<file path="src/shared/cca_regs.svh">
`ifndef CCA_REGS_SVH
`define CCA_REGS_SVH
// Register indices on the plain register port (8-bit data, 5-bit address).
// Nineteen registers need five index bits; four would fold capture highs 2 to 4 onto control, mode and counter low.
`define CCA_ADDR_CTRL   5'h00
`define CCA_ADDR_MODE   5'h01
`define CCA_ADDR_CNT_LO 5'h02
`define CCA_ADDR_CNT_HI 5'h03
`define CCA_ADDR_MMODE0 5'h04
`define CCA_ADDR_CAPLO0 5'h09
`define CCA_ADDR_CAPHI0 5'h0E
// Fields of the counter control register.
`define CCA_CTRL_OVF    7
`define CCA_CTRL_RUN    6
// Fields of the counter mode register.
`define CCA_MODE_WDOG   6
`define CCA_MODE_SEL_HI 2
`define CCA_MODE_SEL_LO 1
`define CCA_MODE_OVF_IE 0
// Fields of each module mode register.
`define CCA_MM_CMP      6
`define CCA_MM_RISE     5
`define CCA_MM_FALL     4
`define CCA_MM_MATCH    3
`define CCA_MM_TOG      2
`define CCA_MM_PWM      1
`define CCA_MM_IE       0
`define CCA_MM_MASK     8'h7F
`define CCA_MODE_MASK   8'h47
`define CCA_CTRL_MASK   8'hDF
`define CCA_RESET_BYTE  8'h00
`define CCA_BYTE_MAX    8'hFF
`define CCA_WDOG_MOD    4
// Count source encodings.
`define CCA_SRC_DIV6A   2'h0
`define CCA_SRC_DIV6B   2'h1
`define CCA_SRC_TIMER0  2'h2
`define CCA_SRC_EXT     2'h3
`define CCA_DIV6_LAST   3'h5
`endif

</file>
<file path="src/shared/cca_pkg.sv">
package cca_pkg;
  typedef logic [7:0] cca_byte_t;
  typedef enum logic [1:0] {CCA_IDLE, CCA_PULSE} cca_wdog_e;
endpackage : cca_pkg

</file>
<file path="src/design/cca_edge_sync.sv">
`timescale 1ns/1ps
`include "cca_regs.svh"
// Two-flop synchroniser with rise and fall pulses taken from the settled stages.
module cca_edge_sync #(
  parameter int WIDTH = 5
) (
  // Clock and reset.
  input  wire logic             clk_in,
  input  wire logic             resetn_in,
  // Raw asynchronous levels.
  input  wire logic [WIDTH-1:0] async_in,
  // Synchronised level and edge pulses.
  output logic      [WIDTH-1:0] level_out,
  output logic      [WIDTH-1:0] rise_out,
  output logic      [WIDTH-1:0] fall_out
);
  logic [WIDTH-1:0] meta_q;
  logic [WIDTH-1:0] sync_q;
  logic [WIDTH-1:0] prev_q;

  initial begin
    if (WIDTH < 1) $error("WIDTH must be at least one.");
  end

  // The first stage feeds only the second, so edges never see a metastable value.
  always_ff @(posedge clk_in or negedge resetn_in) begin
    if (!resetn_in) begin
      meta_q <= '0;
      sync_q <= '0;
      prev_q <= '0;
    end else begin
      meta_q <= async_in;
      sync_q <= meta_q;
      prev_q <= sync_q;
    end
  end

  // Edges compare two settled stages.
  assign level_out = sync_q;
  assign rise_out  = sync_q & ~prev_q;
  assign fall_out  = ~sync_q & prev_q;
endmodule : cca_edge_sync

</file>
<file path="src/design/cca_counter_array.sv">
`timescale 1ns/1ps
`include "cca_regs.svh"
module cca_counter_array #(
  parameter int NMOD = 5
) (
  // Clock and reset.
  input  wire logic            clk_in,
  input  wire logic            resetn_in,
  // Register port; read data stands the cycle after the read strobe.
  input  wire logic [4:0]      addr_in,
  input  wire logic [7:0]      wdata_in,
  input  wire logic            write_in,
  input  wire logic            read_in,
  output logic      [7:0]      rdata_out,
  // Count sources.
  input  wire logic            timer0_ovf_in,
  input  wire logic            ext_count_in,
  // Module pins, as capture inputs or driven outputs.
  input  wire logic [NMOD-1:0] module_io_pin_in,
  output logic      [NMOD-1:0] module_io_pin_out,
  output logic      [NMOD-1:0] module_io_pin_oe_out,
  // System side.
  output logic                 irq_out,
  output logic                 wdog_reset_out
);
  logic [7:0]           cnt_lo_q;
  logic [7:0]           cnt_hi_q;
  logic                 ovf_flag_q;
  logic                 run_q;
  logic [NMOD-1:0]      ev_flag_q;
  logic [7:0]           mode_q;
  logic [7:0]           mmode_q  [NMOD];
  logic [7:0]           cap_lo_q [NMOD];
  logic [7:0]           cap_hi_q [NMOD];
  logic [NMOD-1:0]      pin_q;
  logic [NMOD-1:0]      oe_q;
  logic [7:0]           rdata_q;
  logic                 irq_q;
  logic                 wdog_q;
  logic [2:0]           div_q;
  logic [1:0]           src_sync_q;
  logic                 ext_meta_q;
  logic                 ext_sync_q;
  logic                 ext_prev_q;
  logic                 t0_prev_q;
  logic                 tick;
  logic                 lo_wrap;
  logic [NMOD-1:0]      pin_rise;
  logic [NMOD-1:0]      pin_fall;
  logic [NMOD-1:0]      cap_ev;
  logic [NMOD-1:0]      match_ev;
  logic [NMOD-1:0]      match_prev_q;
  cca_pkg::cca_wdog_e   wst_q;

  initial begin
    if (NMOD != 5) $error("NMOD must be 5: the register map holds five modules.");
  end

  // Index helpers for the per-module register blocks.
  function automatic logic hit(input logic [4:0] a, input logic [4:0] base, input int m);
    hit = (a == 5'(base + 5'(m)));
  endfunction : hit

  function automatic logic bit_of(input logic [7:0] v, input int b);
    bit_of = v[b];
  endfunction : bit_of

  // Pins pass two flops before edge detection.
  cca_edge_sync #(
    .WIDTH (NMOD)
  ) u_sync (
    .clk_in    (clk_in),
    .resetn_in (resetn_in),
    .async_in  (module_io_pin_in),
    .level_out (),
    .rise_out  (pin_rise),
    .fall_out  (pin_fall)
  );

  // External count source is synchronised; timer0 overflow is on-chip and same-clock.
  always_ff @(posedge clk_in or negedge resetn_in) begin
    if (!resetn_in) begin
      ext_meta_q <= 1'b0;
      ext_sync_q <= 1'b0;
      ext_prev_q <= 1'b0;
      t0_prev_q  <= 1'b0;
      div_q      <= 3'h0;
    end else begin
      ext_meta_q <= ext_count_in;
      ext_sync_q <= ext_meta_q;
      ext_prev_q <= ext_sync_q;
      t0_prev_q  <= timer0_ovf_in;
      div_q      <= (div_q == `CCA_DIV6_LAST) ? 3'h0 : div_q + 3'h1;
    end
  end

  // Select count pulse from the mode register source field.
  always_comb begin
    src_sync_q = mode_q[`CCA_MODE_SEL_HI:`CCA_MODE_SEL_LO];
    case (src_sync_q)
      `CCA_SRC_DIV6A:  tick = (div_q == `CCA_DIV6_LAST);
      `CCA_SRC_DIV6B:  tick = (div_q == `CCA_DIV6_LAST);
      `CCA_SRC_TIMER0: tick = timer0_ovf_in & ~t0_prev_q;
      `CCA_SRC_EXT:    tick = ext_sync_q & ~ext_prev_q;
      default:         tick = 1'b0;
    endcase
  end

  assign lo_wrap = run_q & tick & (cnt_lo_q == `CCA_BYTE_MAX);

  // Counter steps only while running; software writes win over counting.
  always_ff @(posedge clk_in or negedge resetn_in) begin
    if (!resetn_in) begin
      cnt_lo_q <= `CCA_RESET_BYTE;
      cnt_hi_q <= `CCA_RESET_BYTE;
    end else begin
      if (run_q && tick) begin
        cnt_lo_q <= cnt_lo_q + 8'h01;
        if (cnt_lo_q == `CCA_BYTE_MAX) cnt_hi_q <= cnt_hi_q + 8'h01;
      end
      if (write_in && addr_in == `CCA_ADDR_CNT_LO) cnt_lo_q <= wdata_in;
      if (write_in && addr_in == `CCA_ADDR_CNT_HI) cnt_hi_q <= wdata_in;
    end
  end

  // Per-module capture and match events.
  always_comb begin
    for (int m = 0; m < NMOD; m++) begin
      cap_ev[m]   = (bit_of(mmode_q[m], `CCA_MM_RISE) & pin_rise[m])
                  | (bit_of(mmode_q[m], `CCA_MM_FALL) & pin_fall[m]);
      match_ev[m] = bit_of(mmode_q[m], `CCA_MM_CMP) & bit_of(mmode_q[m], `CCA_MM_MATCH)
                  & ({cnt_hi_q, cnt_lo_q} == {cap_hi_q[m], cap_lo_q[m]});
    end
  end

  // Remember the last match so a counter that holds its value toggles a pin only once.
  always_ff @(posedge clk_in or negedge resetn_in) begin
    if (!resetn_in) begin
      match_prev_q <= '0;
    end else begin
      match_prev_q <= match_ev;
    end
  end

  // Control register: run bit, overflow flag and module flags.
  always_ff @(posedge clk_in or negedge resetn_in) begin
    if (!resetn_in) begin
      run_q      <= 1'b0;
      ovf_flag_q <= 1'b0;
      ev_flag_q  <= '0;
    end else begin
      if (write_in && addr_in == `CCA_ADDR_CTRL) begin
        run_q      <= wdata_in[`CCA_CTRL_RUN];
        ovf_flag_q <= wdata_in[`CCA_CTRL_OVF];
        ev_flag_q  <= wdata_in[NMOD-1:0];
      end
      // Hardware sets win over a same-cycle software clear.
      if (lo_wrap && cnt_hi_q == `CCA_BYTE_MAX) ovf_flag_q <= 1'b1;
      for (int m = 0; m < NMOD; m++) begin
        if (cap_ev[m] || match_ev[m]) ev_flag_q[m] <= 1'b1;
      end
    end
  end

  // Counter mode register holds watchdog enable, source select and overflow enable.
  always_ff @(posedge clk_in or negedge resetn_in) begin
    if (!resetn_in) begin
      mode_q <= `CCA_RESET_BYTE;
    end else if (write_in && addr_in == `CCA_ADDR_MODE) begin
      mode_q <= wdata_in & `CCA_MODE_MASK;
    end
  end

  // Module mode registers.
  always_ff @(posedge clk_in or negedge resetn_in) begin
    if (!resetn_in) begin
      for (int m = 0; m < NMOD; m++) mmode_q[m] <= `CCA_RESET_BYTE;
    end else begin
      for (int m = 0; m < NMOD; m++) begin
        if (write_in && hit(addr_in, `CCA_ADDR_MMODE0, m)) mmode_q[m] <= wdata_in & `CCA_MM_MASK;
      end
    end
  end

  // Capture pairs: written by software, loaded on capture, low reloaded on wrap in modulation.
  always_ff @(posedge clk_in or negedge resetn_in) begin
    if (!resetn_in) begin
      for (int m = 0; m < NMOD; m++) begin
        cap_lo_q[m] <= `CCA_RESET_BYTE;
        cap_hi_q[m] <= `CCA_RESET_BYTE;
      end
    end else begin
      for (int m = 0; m < NMOD; m++) begin
        if (write_in && hit(addr_in, `CCA_ADDR_CAPLO0, m)) cap_lo_q[m] <= wdata_in;
        if (write_in && hit(addr_in, `CCA_ADDR_CAPHI0, m)) cap_hi_q[m] <= wdata_in;
        // Reload only at the wrap so the duty change never cuts a period short.
        if (lo_wrap && bit_of(mmode_q[m], `CCA_MM_PWM)) cap_lo_q[m] <= cap_hi_q[m];
        if (cap_ev[m]) begin
          cap_lo_q[m] <= cnt_lo_q;
          cap_hi_q[m] <= cnt_hi_q;
        end
      end
    end
  end

  // Pin drivers: toggle on match, or modulation compare; capture modes leave the pin undriven.
  always_ff @(posedge clk_in or negedge resetn_in) begin
    if (!resetn_in) begin
      pin_q <= '0;
      oe_q  <= '0;
    end else begin
      for (int m = 0; m < NMOD; m++) begin
        if (bit_of(mmode_q[m], `CCA_MM_CMP) && bit_of(mmode_q[m], `CCA_MM_PWM)) begin
          oe_q[m]  <= 1'b1;
          pin_q[m] <= (cnt_lo_q >= cap_lo_q[m]);
        end else if (bit_of(mmode_q[m], `CCA_MM_TOG) && bit_of(mmode_q[m], `CCA_MM_MATCH)
                     && bit_of(mmode_q[m], `CCA_MM_CMP)) begin
          oe_q[m] <= 1'b1;
          if (match_ev[m] && !match_prev_q[m]) pin_q[m] <= ~pin_q[m];
        end else begin
          // Undriven pins keep their last drive level so a later toggle mode starts from it.
          oe_q[m] <= 1'b0;
        end
      end
    end
  end

  // Watchdog: a module 4 match, with the enable set, gives a one-cycle internal reset.
  // Match stays true while the counter holds, so the pulse is issued once per entry.
  always_ff @(posedge clk_in or negedge resetn_in) begin
    if (!resetn_in) begin
      wst_q  <= cca_pkg::CCA_IDLE;
      wdog_q <= 1'b0;
    end else begin
      case (wst_q)
        cca_pkg::CCA_IDLE: begin
          wdog_q <= 1'b0;
          if (mode_q[`CCA_MODE_WDOG] && match_ev[`CCA_WDOG_MOD]) begin
            wdog_q <= 1'b1;
            wst_q  <= cca_pkg::CCA_PULSE;
          end
        end
        cca_pkg::CCA_PULSE: begin
          wdog_q <= 1'b0;
          if (!match_ev[`CCA_WDOG_MOD]) wst_q <= cca_pkg::CCA_IDLE;
        end
        default: begin
          wdog_q <= 1'b0;
          wst_q  <= cca_pkg::CCA_IDLE;
        end
      endcase
    end
  end

  // Interrupt: module flags gated by their enables, overflow gated by its enable.
  always_ff @(posedge clk_in or negedge resetn_in) begin
    if (!resetn_in) begin
      irq_q <= 1'b0;
    end else begin
      irq_q <= (ovf_flag_q & mode_q[`CCA_MODE_OVF_IE]);
      for (int m = 0; m < NMOD; m++) begin
        if (ev_flag_q[m] && bit_of(mmode_q[m], `CCA_MM_IE)) irq_q <= 1'b1;
      end
    end
  end

  // Read data register; unmapped addresses read zero.
  always_ff @(posedge clk_in or negedge resetn_in) begin
    if (!resetn_in) begin
      rdata_q <= `CCA_RESET_BYTE;
    end else begin
      rdata_q <= `CCA_RESET_BYTE;
      if (read_in) begin
        if (addr_in == `CCA_ADDR_CTRL)
          rdata_q <= {ovf_flag_q, run_q, 1'b0, ev_flag_q} & `CCA_CTRL_MASK;
        if (addr_in == `CCA_ADDR_MODE)   rdata_q <= mode_q;
        if (addr_in == `CCA_ADDR_CNT_LO) rdata_q <= cnt_lo_q;
        if (addr_in == `CCA_ADDR_CNT_HI) rdata_q <= cnt_hi_q;
        for (int m = 0; m < NMOD; m++) begin
          if (hit(addr_in, `CCA_ADDR_MMODE0, m)) rdata_q <= mmode_q[m];
          if (hit(addr_in, `CCA_ADDR_CAPLO0, m)) rdata_q <= cap_lo_q[m];
          if (hit(addr_in, `CCA_ADDR_CAPHI0, m)) rdata_q <= cap_hi_q[m];
        end
      end
    end
  end

  assign rdata_out            = rdata_q;
  assign module_io_pin_out    = pin_q;
  assign module_io_pin_oe_out = oe_q;
  assign irq_out              = irq_q;
  assign wdog_reset_out       = wdog_q;
endmodule : cca_counter_array

</file>
<file path="config.mk">
export PLATFORM = sky130hd
export DESIGN_NAME = cca_counter_array
export DESIGN_NICKNAME = d
export VERILOG_FILES = /design/src/shared/cca_pkg.sv /design/src/design/cca_edge_sync.sv /design/src/design/cca_counter_array.sv
export VERILOG_INCLUDE_DIRS = /design/src /design/src/shared
export SDC_FILE = /design/constraint.sdc
export NUM_CORES = 1
export LEC_CHECK = 0
export CAP_MARGIN = 15
export CORE_MARGIN = 3
export CORE_UTILIZATION = 25
export CTS_CLUSTER_SIZE = 24
export DETAILED_ROUTE_END_ITERATION = 16
export DONT_BUFFER_PORTS = 1
export GPL_ROUTABILITY_DRIVEN = 0
export PLACE_DENSITY_LB_ADDON = 0.25
export SLEW_MARGIN = 10
export SYNTH_ARGS = -nofsm -noshare
export SYNTH_HDL_FRONTEND = slang
export SYNTH_SLANG_ARGS = --single-unit
</file>
<file path="constraint.sdc">
create_clock -name clk_in -period 2.5 [get_ports clk_in]
set_clock_uncertainty 0.15 [all_clocks]
set_input_delay 0.75 -clock clk_in [delete_from_list [all_inputs] [get_ports clk_in]]
set_output_delay 0.75 -clock clk_in [all_outputs]
set_load 0.1 [all_outputs]
</file>
* After elaboration in Yosys (flattened, before gate mapping)
Cells that the tools add are included.
** Storage, ports and cells
- Input port bits :: 24
- Output and inout port bits :: 20
- Word-level logic and storage cells :: 322
- Register bits :: 191
** Operators by class
- Reduce and logical (&&, ||, !) cells :: 102
- $add $sub $neg :: 3
- Mux-type cells :: 95
- Magnitude comparators :: 5
- Bitwise gates (word level) :: 41
- Equality and inequality tests :: 32
** Operators with widths (number)
- two-way mux 8 bit :: 50
- equality test 16 bit :: 5
- logical AND 1 bit :: 52
- nonzero test 2 bit :: 24
- equality test 5 x 4 -> 1 bit, second input constant :: 8
- >= comparator 8 bit :: 5
- two-way mux 1 bit :: 39
- bitwise AND 1 bit :: 25
- equality test 5 x 3 -> 1 bit, second input constant :: 4
- adder 8 x 1 -> 8 bit, second input constant :: 2
- equality test 8 bit, second input constant :: 2
- equality test 5 bit, second input constant :: 3
- nonzero test 3 bit :: 5
- AND reduction 2 bit :: 7
- bitwise AND 5 bit :: 2
- equality test 5 x 2 -> 1 bit, second input constant :: 2
- NOT 5 bit :: 2
- NOT 1 bit :: 7
- equality test 5 x 1 -> 1 bit, second input constant :: 1
- logical NOT 1 bit :: 5
- logical NOT 5 bit :: 1
- logical OR 1 bit :: 5
- two-way mux 5 bit :: 1
- OR 1 bit :: 5
- other kinds (11) :: 16

* Depth between registers and ports, before layout
Gate-level depths: netlist (run 1).
- Word-level depth :: 21
- Gate-level depth with buffers :: 10
- Mapped depth without buffers :: 8

* Modules after synthesis
From an unflattened synthesis (run 1), not the netlist that was laid out.
** Unflattened totals
- Cells, all modules :: 1260
- Area total of the unflattened synthesis :: 11970.2 um2
** By module, submodules not included
- cca_counter_array :: instances 1, seq. area each 4379.2 um2, area each 11507.3 um2, cells an instance 1235
- cca_edge_sync :: instances 1, seq. area each 375.4 um2, area each 462.9 um2, cells an instance 25

* Worst setup path after synthesis (run 1)
Ideal clock, no wire load.
- Kind :: in2reg
- Start point :: in timer0_ovf_in
- End point :: reg cap_lo_q[22] in the netlist's numbering
- Library setup time :: 0.136 ns
- Stages on the path :: 8
- Path slack :: -0.145 ns
- Data arrival time :: 2.360 ns
- Cell sequence :: or3b_1 a21boi_4 o2111ai_1 buf_4 and3b_1 buf_6 a22oi_1 o21ai_1
** On the way
- Cells in the longest elaborated chain, start to end :: 7
** Ends and longest elaborated chain
- start: declaration :: line cca_counter_array.sv:16 : input wire logic timer0_ovf_in,
- bitwise AND 1 bit (*) :: line cca_counter_array.sv:103 : `CCA_SRC_TIMER0: tick = timer0_ovf_in & ~t0_prev_q;
- case mux 1 bit (3 select lines) (*) :: line cca_counter_array.sv:100 : case (src_sync_q)
- bitwise AND 1 bit (*) (2 in a row) :: line cca_counter_array.sv:109 : assign lo_wrap = run_q & tick & (cnt_lo_q == `CCA_BYTE_MAX);
- logical AND 1 bit (*) :: line cca_counter_array.sv:197 : if (lo_wrap && bit_of(mmode_q[m], `CCA_MM_PWM)) cap_lo_q[m] <= cap_hi_q[m];
- two-way mux 8 bit :: line cca_counter_array.sv:197
- two-way mux 8 bit :: line cca_counter_array.sv:198 : if (cap_ev[m]) begin
- end signal: indexed assignment :: line cca_counter_array.sv:194 : if (write_in && hit(addr_in, `CCA_ADDR_CAPLO0, m)) cap_lo_q[m] <= wdata_in;
- end signal: indexed assignment :: line cca_counter_array.sv:197
- end signal: indexed assignment :: line cca_counter_array.sv:199 : cap_lo_q[m] <= cnt_lo_q;
- end: declaration :: line cca_counter_array.sv:33 : logic [7:0] cap_lo_q [NMOD];
Every way passes the cells marked *; elsewhere a longest branch is shown, timed or not.
A chain may end at the register's enable or synchronous reset.

* Worst setup path after layout (run 1)
- Start point :: reg cnt_lo_q[5]
- End point :: reg ev_flag_q[1]
** On the way
- Cells in the longest elaborated chain, start to end :: 4
** Ends and longest elaborated chain
- start: declaration :: line cca_counter_array.sv:26 : logic [7:0] cnt_lo_q;
- start signal: assignment :: line cca_counter_array.sv:114 : cnt_lo_q <= `CCA_RESET_BYTE;
- start signal: assignment :: line cca_counter_array.sv:118 : cnt_lo_q <= cnt_lo_q + 8'h01;
- start signal: assignment :: line cca_counter_array.sv:121 : if (write_in && addr_in == `CCA_ADDR_CNT_LO) cnt_lo_q <= wdata_in;
- equality test 16 bit (*) :: line cca_counter_array.sv:132 : & ({cnt_hi_q, cnt_lo_q} == {cap_hi_q[m], cap_lo_q[m]});
- bitwise AND 1 bit (*) :: line cca_counter_array.sv:131 : match_ev[m] = bit_of(mmode_q[m], `CCA_MM_CMP) & bit_of(mmode_q[m], `CCA_MM_MATCH)
- via match_ev[1] :: line cca_counter_array.sv:51 : logic [NMOD-1:0] match_ev;
- logical OR 1 bit (*) :: line cca_counter_array.sv:160 : if (cap_ev[m] || match_ev[m]) ev_flag_q[m] <= 1'b1;
- two-way mux 1 bit / nonzero test 2 bit (equally long branches)
- end signal: assignment :: line cca_counter_array.sv:155 : ev_flag_q <= wdata_in[NMOD-1:0];
- end: declaration :: line cca_counter_array.sv:30 : logic [NMOD-1:0] ev_flag_q;
The timed path passes the listed nets; every way through them passes the cells marked *.

==> results of run 1 <==
per-layer routing:
layer,global-route usage,vias to the layer above,wire length (um)
met5,0,-,0
met4,0.0726,0,1830
met3,0.0346,98,3690
met2,0.287,521,20800
met1,0.274,5315,21900
li1,-,4819,-
registers in the layout, summed over array words and instances, names as in the netlist, 3 cells and up:
name                  count
u_sync.meta_q             5
cap_lo_q                 40
module_io_pin_oe_out      5
ev_flag_q                 5
cnt_lo_q                  8
div_q                     3
mmode_q                  35
mode_q                    4
module_io_pin_out         5
cnt_hi_q                  8
cap_hi_q                 40
match_prev_q              5
u_sync.prev_q             5
rdata_out                 8
u_sync.level_out          5
repair_timing:
item / CTS / global route
buffers inserted: 0 / 4
setup endpoints to repair: 6 / 34
pin swaps: 1 / 2
hold endpoints to repair: 190 / 190
gates resized for setup: 8 / 11
synthesized netlist by cell type, types with 4 or more instances:
| master | number |
|---|---|
| xnor2_1 | 22 |
| nand4_1 | 16 |
| clkbuf_1 | 70 |
| nand3_1 | 42 |
| nor3_1 | 25 |
| nand2_1 | 110 |
| ha_1 | 42 |
| or3_1 | 8 |
| a211oi_1 | 6 |
| xor2_1 | 35 |
| a22oi_1 | 32 |
| a32oi_1 | 7 |
| o221ai_1 | 6 |
| nor3b_1 | 6 |
| o21a_1 | 10 |
| a211o_1 | 6 |
| mux2i_1 | 54 |
| buf_1 | 7 |
| o21ai_0 | 62 |
| and3_1 | 9 |
| nand2b_1 | 13 |
| a22oi_2 | 4 |
| nor2b_1 | 19 |
| inv_1 | 60 |
| nand3b_1 | 12 |
| o21ai_1 | 50 |
| mux2_2 | 52 |
| a31oi_1 | 26 |
| a21o_1 | 17 |
| a221o_1 | 20 |
| a21oi_1 | 62 |
| buf_2 | 17 |
| nor2_1 | 65 |
| o22ai_1 | 10 |
| dfrtp_1 | 190 |
| nor4_1 | 12 |
| nor3_2 | 5 |
critical path, stage by stage, from the launching register on:
cell,delay [ps]
dfrtp_2,490
buf_12,160
ha_1,290
nand4_1,150
nor2_2,190
nand4_1,180
buf_4,180
buf_4,120
nor3_1,380
or3_1,180
per-stage QoR:
stage,instance area [um^2],cells,setup TNS (ps),utilization,hold slack [ps]
2_1_floorplan,11900,1279,-1450,-,181
3_3_place_gp,13500,1945,-2650,0.289,183
3_5_place_dp,13500,1945,-2970,0.289,185
4_1_cts,14100,1976,0,0.302,-174
5_1_grt,14200,1980,-12.2,0.303,-165
6_report,14200,1980,-40.7,0.303,-135
worst max path at each step:
stage / startpoint / end / depth (start not counted)
final: cnt_lo_q[5] / ev_flag_q[1] / 9
after global routing: cnt_lo_q[5] / module_io_pin_out[1] / 9
after detailed placement: cnt_lo_q[5] / module_io_pin_out[1] / 9
after CTS: cnt_lo_q[0] / module_io_pin_out[3] / 8
after floorplan: timer0_ovf_in / cap_lo_q[22] / 8
after global placement: cnt_lo_q[5] / module_io_pin_out[1] / 9
cell type report:
cell class	instances	area, um^2	area share
Clock buffer	23	478	0.0337
Tap cell	607	759	0.0536
Multi-Input combinational cell	930	6570	0.463
Sequential cell	190	4760	0.336
Timing Repair Buffer	161	1300	0.0914
Clock inverter	8	83.8	0.00591
Inverter	61	229	0.0161
report_power, final:
part | total (mW) | internal (mW) | leakage (nW) | switching [mW]
Sequential | 5.37 | 3.98 | 2.36 | 1.39
Combinational | 5.48 | 2.37 | 3.51 | 3.11
Clock | 2.71 | 1.45 | 0.266 | 1.26
logic make-up (layout without fill, tap and decap cells):
group | after synthesis | in the layout | synth area share
AND/OR/NAND/NOR | 368 | 368 | 0.161
AO/OA/AOI/OAI | 356 | 356 | 0.203
flip-flops | 190 | 190 | 0.400
buffers and inverters | 159 | 253 | 0.0536
multiplexers | 107 | 107 | 0.0966
XOR/XNOR | 57 | 57 | 0.0420
adder cells (fa/ha/maj) | 42 | 42 | 0.0442
==> flow_summary.json, run 1 <==
{
  "status": "finished, violations left",
  "violations_in_the_final_reports": "negative hold slack, negative setup slack",
  "path_class": "reg -> reg",
  "mostFrequentLayoutCells": "dfrtp_1 (184), buf_4 (154), nand2_1 (110), nor2_1 (64), a21oi_1 (62)",
  "worst_r2r_startpoint": "cnt_lo_q[5]",
  "coreArea_um2": 46800,
  "dr.pass1.iters": 5,
  "port_buffers": 0,
  "worst_ep_required_time_ps": 2750,
  "remaining_drc_errors": 0,
  "timing.final.hold_violations": 190,
  "worst_r2r_endpoint": "ev_flag_q[1]",
  "synth-edff-count": 0,
  "root_buffer": "clkbuf_16",
  "postSynth.topFlopCell": "dfrtp_1",
  "ys_top_cells_by_area": "dfrtp_1 (40%), mux2_2 (4.9%), mux2i_1 (4.5%), ha_1 (4.4%), nand2_1 (3.5%)",
  "finalCritPeriodShare": 1.02,
  "syn_to_final_growth_pct": 19.3,
  "die_height_um": 224,
  "first_global_vias": 10400,
  "slew_viol_final": 0,
  "path_clk_slew_ps": 70,
  "first_pass_grt_wire_length_mm": 71.4,
  "clock_tree_from_tritoncts": "yes",
  "ys_warn_count": 0,
  "post_synth_inst_count": 1279,
  "die_area_um2": 50200,
  "irDropWorstVdd_uv": 554,
  "synth_area_um2": 11900,
  "rsz0062_at_grt": "yes",
  "worst-r2r-setup-slack_ps": -40,
  "cts-htree-levels": 4,
  "timing.hold.ws_ps": -135,
  "layout-drive-gt1-share": 0.213,
  "hold_class": "in -> async",
  "max-clock-path-buffers": 2,
  "synth-seq-cells": 190,
  "viasPerCell": 5.43,
  "sink_count": 190,
  "io_pins": 44,
  "global_route.usage.total": 0.191,
  "design.final.nets": 1427,
  "drt_wl_total_mm": 48.2,
  "cts-buffers-inserted": 17,
  "async_flop_share": 1.00,
  "floorplan.die.width_um": 224,
  "placement_rows": 79,
  "mostFrequentLayoutCell": "dfrtp_1",
  "synth_fp_nets": 1345,
  "antenna_found_initial": 0,
  "avgRoutedWirePerCell_um": 24.4,
  "critical_path_endpoint_category": "flop",
  "synth_seq_area_share": 0.400,
  "layout_setup_ws_ps": -40.7,
  "leakagePower_nw": 6.14,
  "synth_area_leader_cell": "dfrtp_1",
  "worst_ep_arrival_time_ps": 2790,
  "detailed_place_hpwl_mm": 34.3,
  "fin_crit_ps": 2540,
  "tightestPinTransition_ps": 1020,
  "clock_insertion_delay_worst_skew_ps": 460,
  "overflow": 0,
  "maxCapViolations": 0,
  "power_mw": 13.6,
  "timing.critical_path.from_type": "flop",
  "crit_fanout": 5,
  "number_of_library_cell_types_mapped_by_synthesis": 81,
  "postSynthAreaPerCell_um2": 9.29,
  "grt_max_degree": 191,
  "insertedDiodeCount": 0,
  "dr.first_iter.drc_count": 1334,
  "pwr_dens_nw_per_um2": 957,
  "r2r.worst_path.cells": 9,
  "slew_headroom": 0.319,
  "antenna_violation_net_count_after_detailed_routing": 0,
  "number_of_setup_violations_in_the_final_report": 1,
  "start_util": 0.254,
  "synth_top_area_frac": 0.400,
  "via_count": 10800,
  "fillers": 4868,
  "fmax_mhz": 394,
  "pre_cts_slack_ps": -192
}
Note: power is estimated with default switching activity, not from simulation.
==> run 2, diff against run 1 <==
==> constraint.sdc (replaced) <==
create_clock -name clk_in -period 2.8 [get_ports clk_in]
set_clock_uncertainty 0.15 [all_clocks]
set_input_delay 0.84 -clock clk_in [delete_from_list [all_inputs] [get_ports clk_in]]
set_output_delay 0.84 -clock clk_in [all_outputs]
set_load 0.1 [all_outputs]
==> run 2 against run 1 <==
The run ends with negative hold slack left. Combinational power shrank 16%. First-iteration DRC count shrank 15%. Flip-flop and latch count is the same. Highest routed layer unchanged. Critical path type unchanged.
==> flow_summary.json, run 2 (synthesized netlist as in run 1, its figures left out) <==
{
  "status": "finished, violations left",
  "violations_in_the_final_reports": "negative hold slack",
  "slew_viol_final": 0,
  "fmax_mhz": 376,
  "pwr_dens_nw_per_um2": 879,
  "worst_ep_arrival_time_ps": 2860,
  "fin_crit_ps": 2660,
  "remaining_drc_errors": 0,
  "first_global_vias": 10000,
  "overflow": 0,
  "irDropWorstVdd_uv": 469,
  "layout_setup_ws_ps": 143,
  "grt_util_met1": 0.260,
  "path_class": "reg -> reg",
  "slowest_stage": "dfrtp_1",
  "timing.critical_path.from_type": "flop",
  "via_count": 10400,
  "clock_tree_from_tritoncts": "yes",
  "r2r.worst_path.cells": 7,
  "cts-htree-levels": 4,
  "global_route.usage.met3": 0.0518,
  "antenna_violation_net_count_after_detailed_routing": 0,
  "timing.final.hold_violations": 94,
  "worst_ep_required_time_ps": 3000,
  "sequential_cell_area_um2": 4750,
  "dr.pass1.iters": 6,
  "placed_cells_incl_taps": 1900,
  "start_util": 0.254,
  "slew_headroom": 0.324,
  "path_clk_slew_ps": 70,
  "registers_with_the_most_flip_flops": "cap_hi_q x40, cap_lo_q x40, mmode_q x35",
  "design.final.nets": 1378,
  "grt_max_degree": 191,
  "totalNegativeSetupSlack_ps": 0,
  "instances_no_fill": 1932,
  "coreArea_um2": 46800,
  "hold_class": "in -> async",
  "maxCapViolations": 0,
  "final_core_util": 0.294,
  "gr-usage-met2": 0.276,
  "worst_r2r_startpoint": "cnt_lo_q[1]",
  "timing.hold.ws_ps": -70.6,
  "cts-buffers-inserted": 17,
  "clock_insertion_delay_worst_skew_ps": 460,
  "layout-drive-gt1-share": 0.171,
  "avgRoutedWirePerCell_um": 24.5,
  "viasPerCell": 5.39,
  "gr-max-usage-layer": "met2",
  "detailed_place.area_um2": 13100,
  "rsz0062_at_grt": "no",
  "antenna_found_initial": 0,
  "syn_to_final_growth_pct": 15.5,
  "crit_fanout": 8,
  "die_height_um": 224,
  "floorplan.die.width_um": 224,
  "critPathMaxStageDelay_ps": 570,
  "max-clock-path-buffers": 2,
  "sink_count": 190,
  "post-cts-setup-buffers": 0,
  "insertedDiodeCount": 0,
  "die_area_um2": 50200,
  "number_of_setup_violations_in_the_final_report": 0,
  "dr.first_iter.drc_count": 1136,
  "critical_path_endpoint_category": "flop",
  "first_pass_grt_wire_length_mm": 69.3,
  "pre_cts_slack_ps": 19.0,
  "global_route.usage.total": 0.188,
  "finalCritPeriodShare": 0.949,
  "leakagePower_nw": 5.90,
  "mostFrequentLayoutCells": "dfrtp_1 (190), buf_4 (112), nand2_1 (110), nor2_1 (65), a21oi_1 (62)",
  "root_buffer": "clkbuf_16",
  "tightestPinTransition_ps": 1010,
  "mostFrequentLayoutCell": "dfrtp_1",
  "setup.worst_path.start": "cnt_lo_q[1]",
  "placement_rows": 79,
  "io_pins": 44,
  "cp_cell_sequence": "ha_1 -> nand3_1 -> nor3_4 -> buf_4 -> o2111ai_4 -> and3_1 -> a221o_1",
  "area_taken_by_multi_input_logic_gates_um2": 6510,
  "port_buffers": 0,
  "fillers": 4912,
  "drt_wl_total_mm": 47.3,
  "power_mw": 12.1,
  "stdcell_area_um2": 13700,
  "detailed_place_hpwl_mm": 34.0
}
run 2: cell count changes in the layout (fill, tap and decap cells not counted), sizes merged:
| cell | previous run | this run |
|---|---|---|
| clkbuf | 23 | 19 |
| buf | 161 | 112 |
| clkinvlp | 3 | 1 |
| clkinv | 3 | 5 |
| bufinv | 1 | 4 |
| inv | 62 | 64 |
run 2: repair_timing:
action / CTS / global route
endpoints found under the setup margin: 0 / 6
resized for setup: 0 / 1
endpoints found under the hold margin: 190 / 190
run 2: worst paths after layout:
| kind | slack [ps] | to |
|---|---|---|
| max | 140 | cap_lo_q[24] |
| max in group asynchronous | 2090 | wdog_reset_out |
| min reg2reg | 200 | ext_sync_q |
| max reg2reg | 140 | cap_lo_q[24] |
| min in group clk_in | 200 | ext_sync_q |
| min | -70 | module_io_pin_oe_out[0] |
run 2: layer usage:
| metal | share of wire | vias to the layer above |
|---|---|---|
| met2 | 0.43 | 495 |
| met3 | 0.090 | 92 |
| li1 | - | 4717 |
| met5 | 0 | - |
| met1 | 0.44 | 5105 |
| met4 | 0.039 | 0 |
run 2: critical path, delay by kind of cell (launching register included):
family	cells	cell delay [ps]
simple gates	3	870
flops	1	570
compound gates	2	460
buf+inv	1	250
fa+ha+maj	1	240
run 2: area by class of cell:
type                            count  area share
Sequential cell                   190       0.346
Timing Repair Buffer              112      0.0613
Inverter                           61      0.0167
Clock inverter                     13      0.0136
Tap cell                          607      0.0553
Clock buffer                       19      0.0323
Multi-Input combinational cell    930       0.474
run 2: power by group:
| part | total, mW | internal (mW) | switching [mW] |
|---|---|---|---|
| Clock | 2.68 | 1.53 | 1.16 |
| Sequential | 4.78 | 3.55 | 1.23 |
| Combinational | 4.59 | 1.89 | 2.70 |
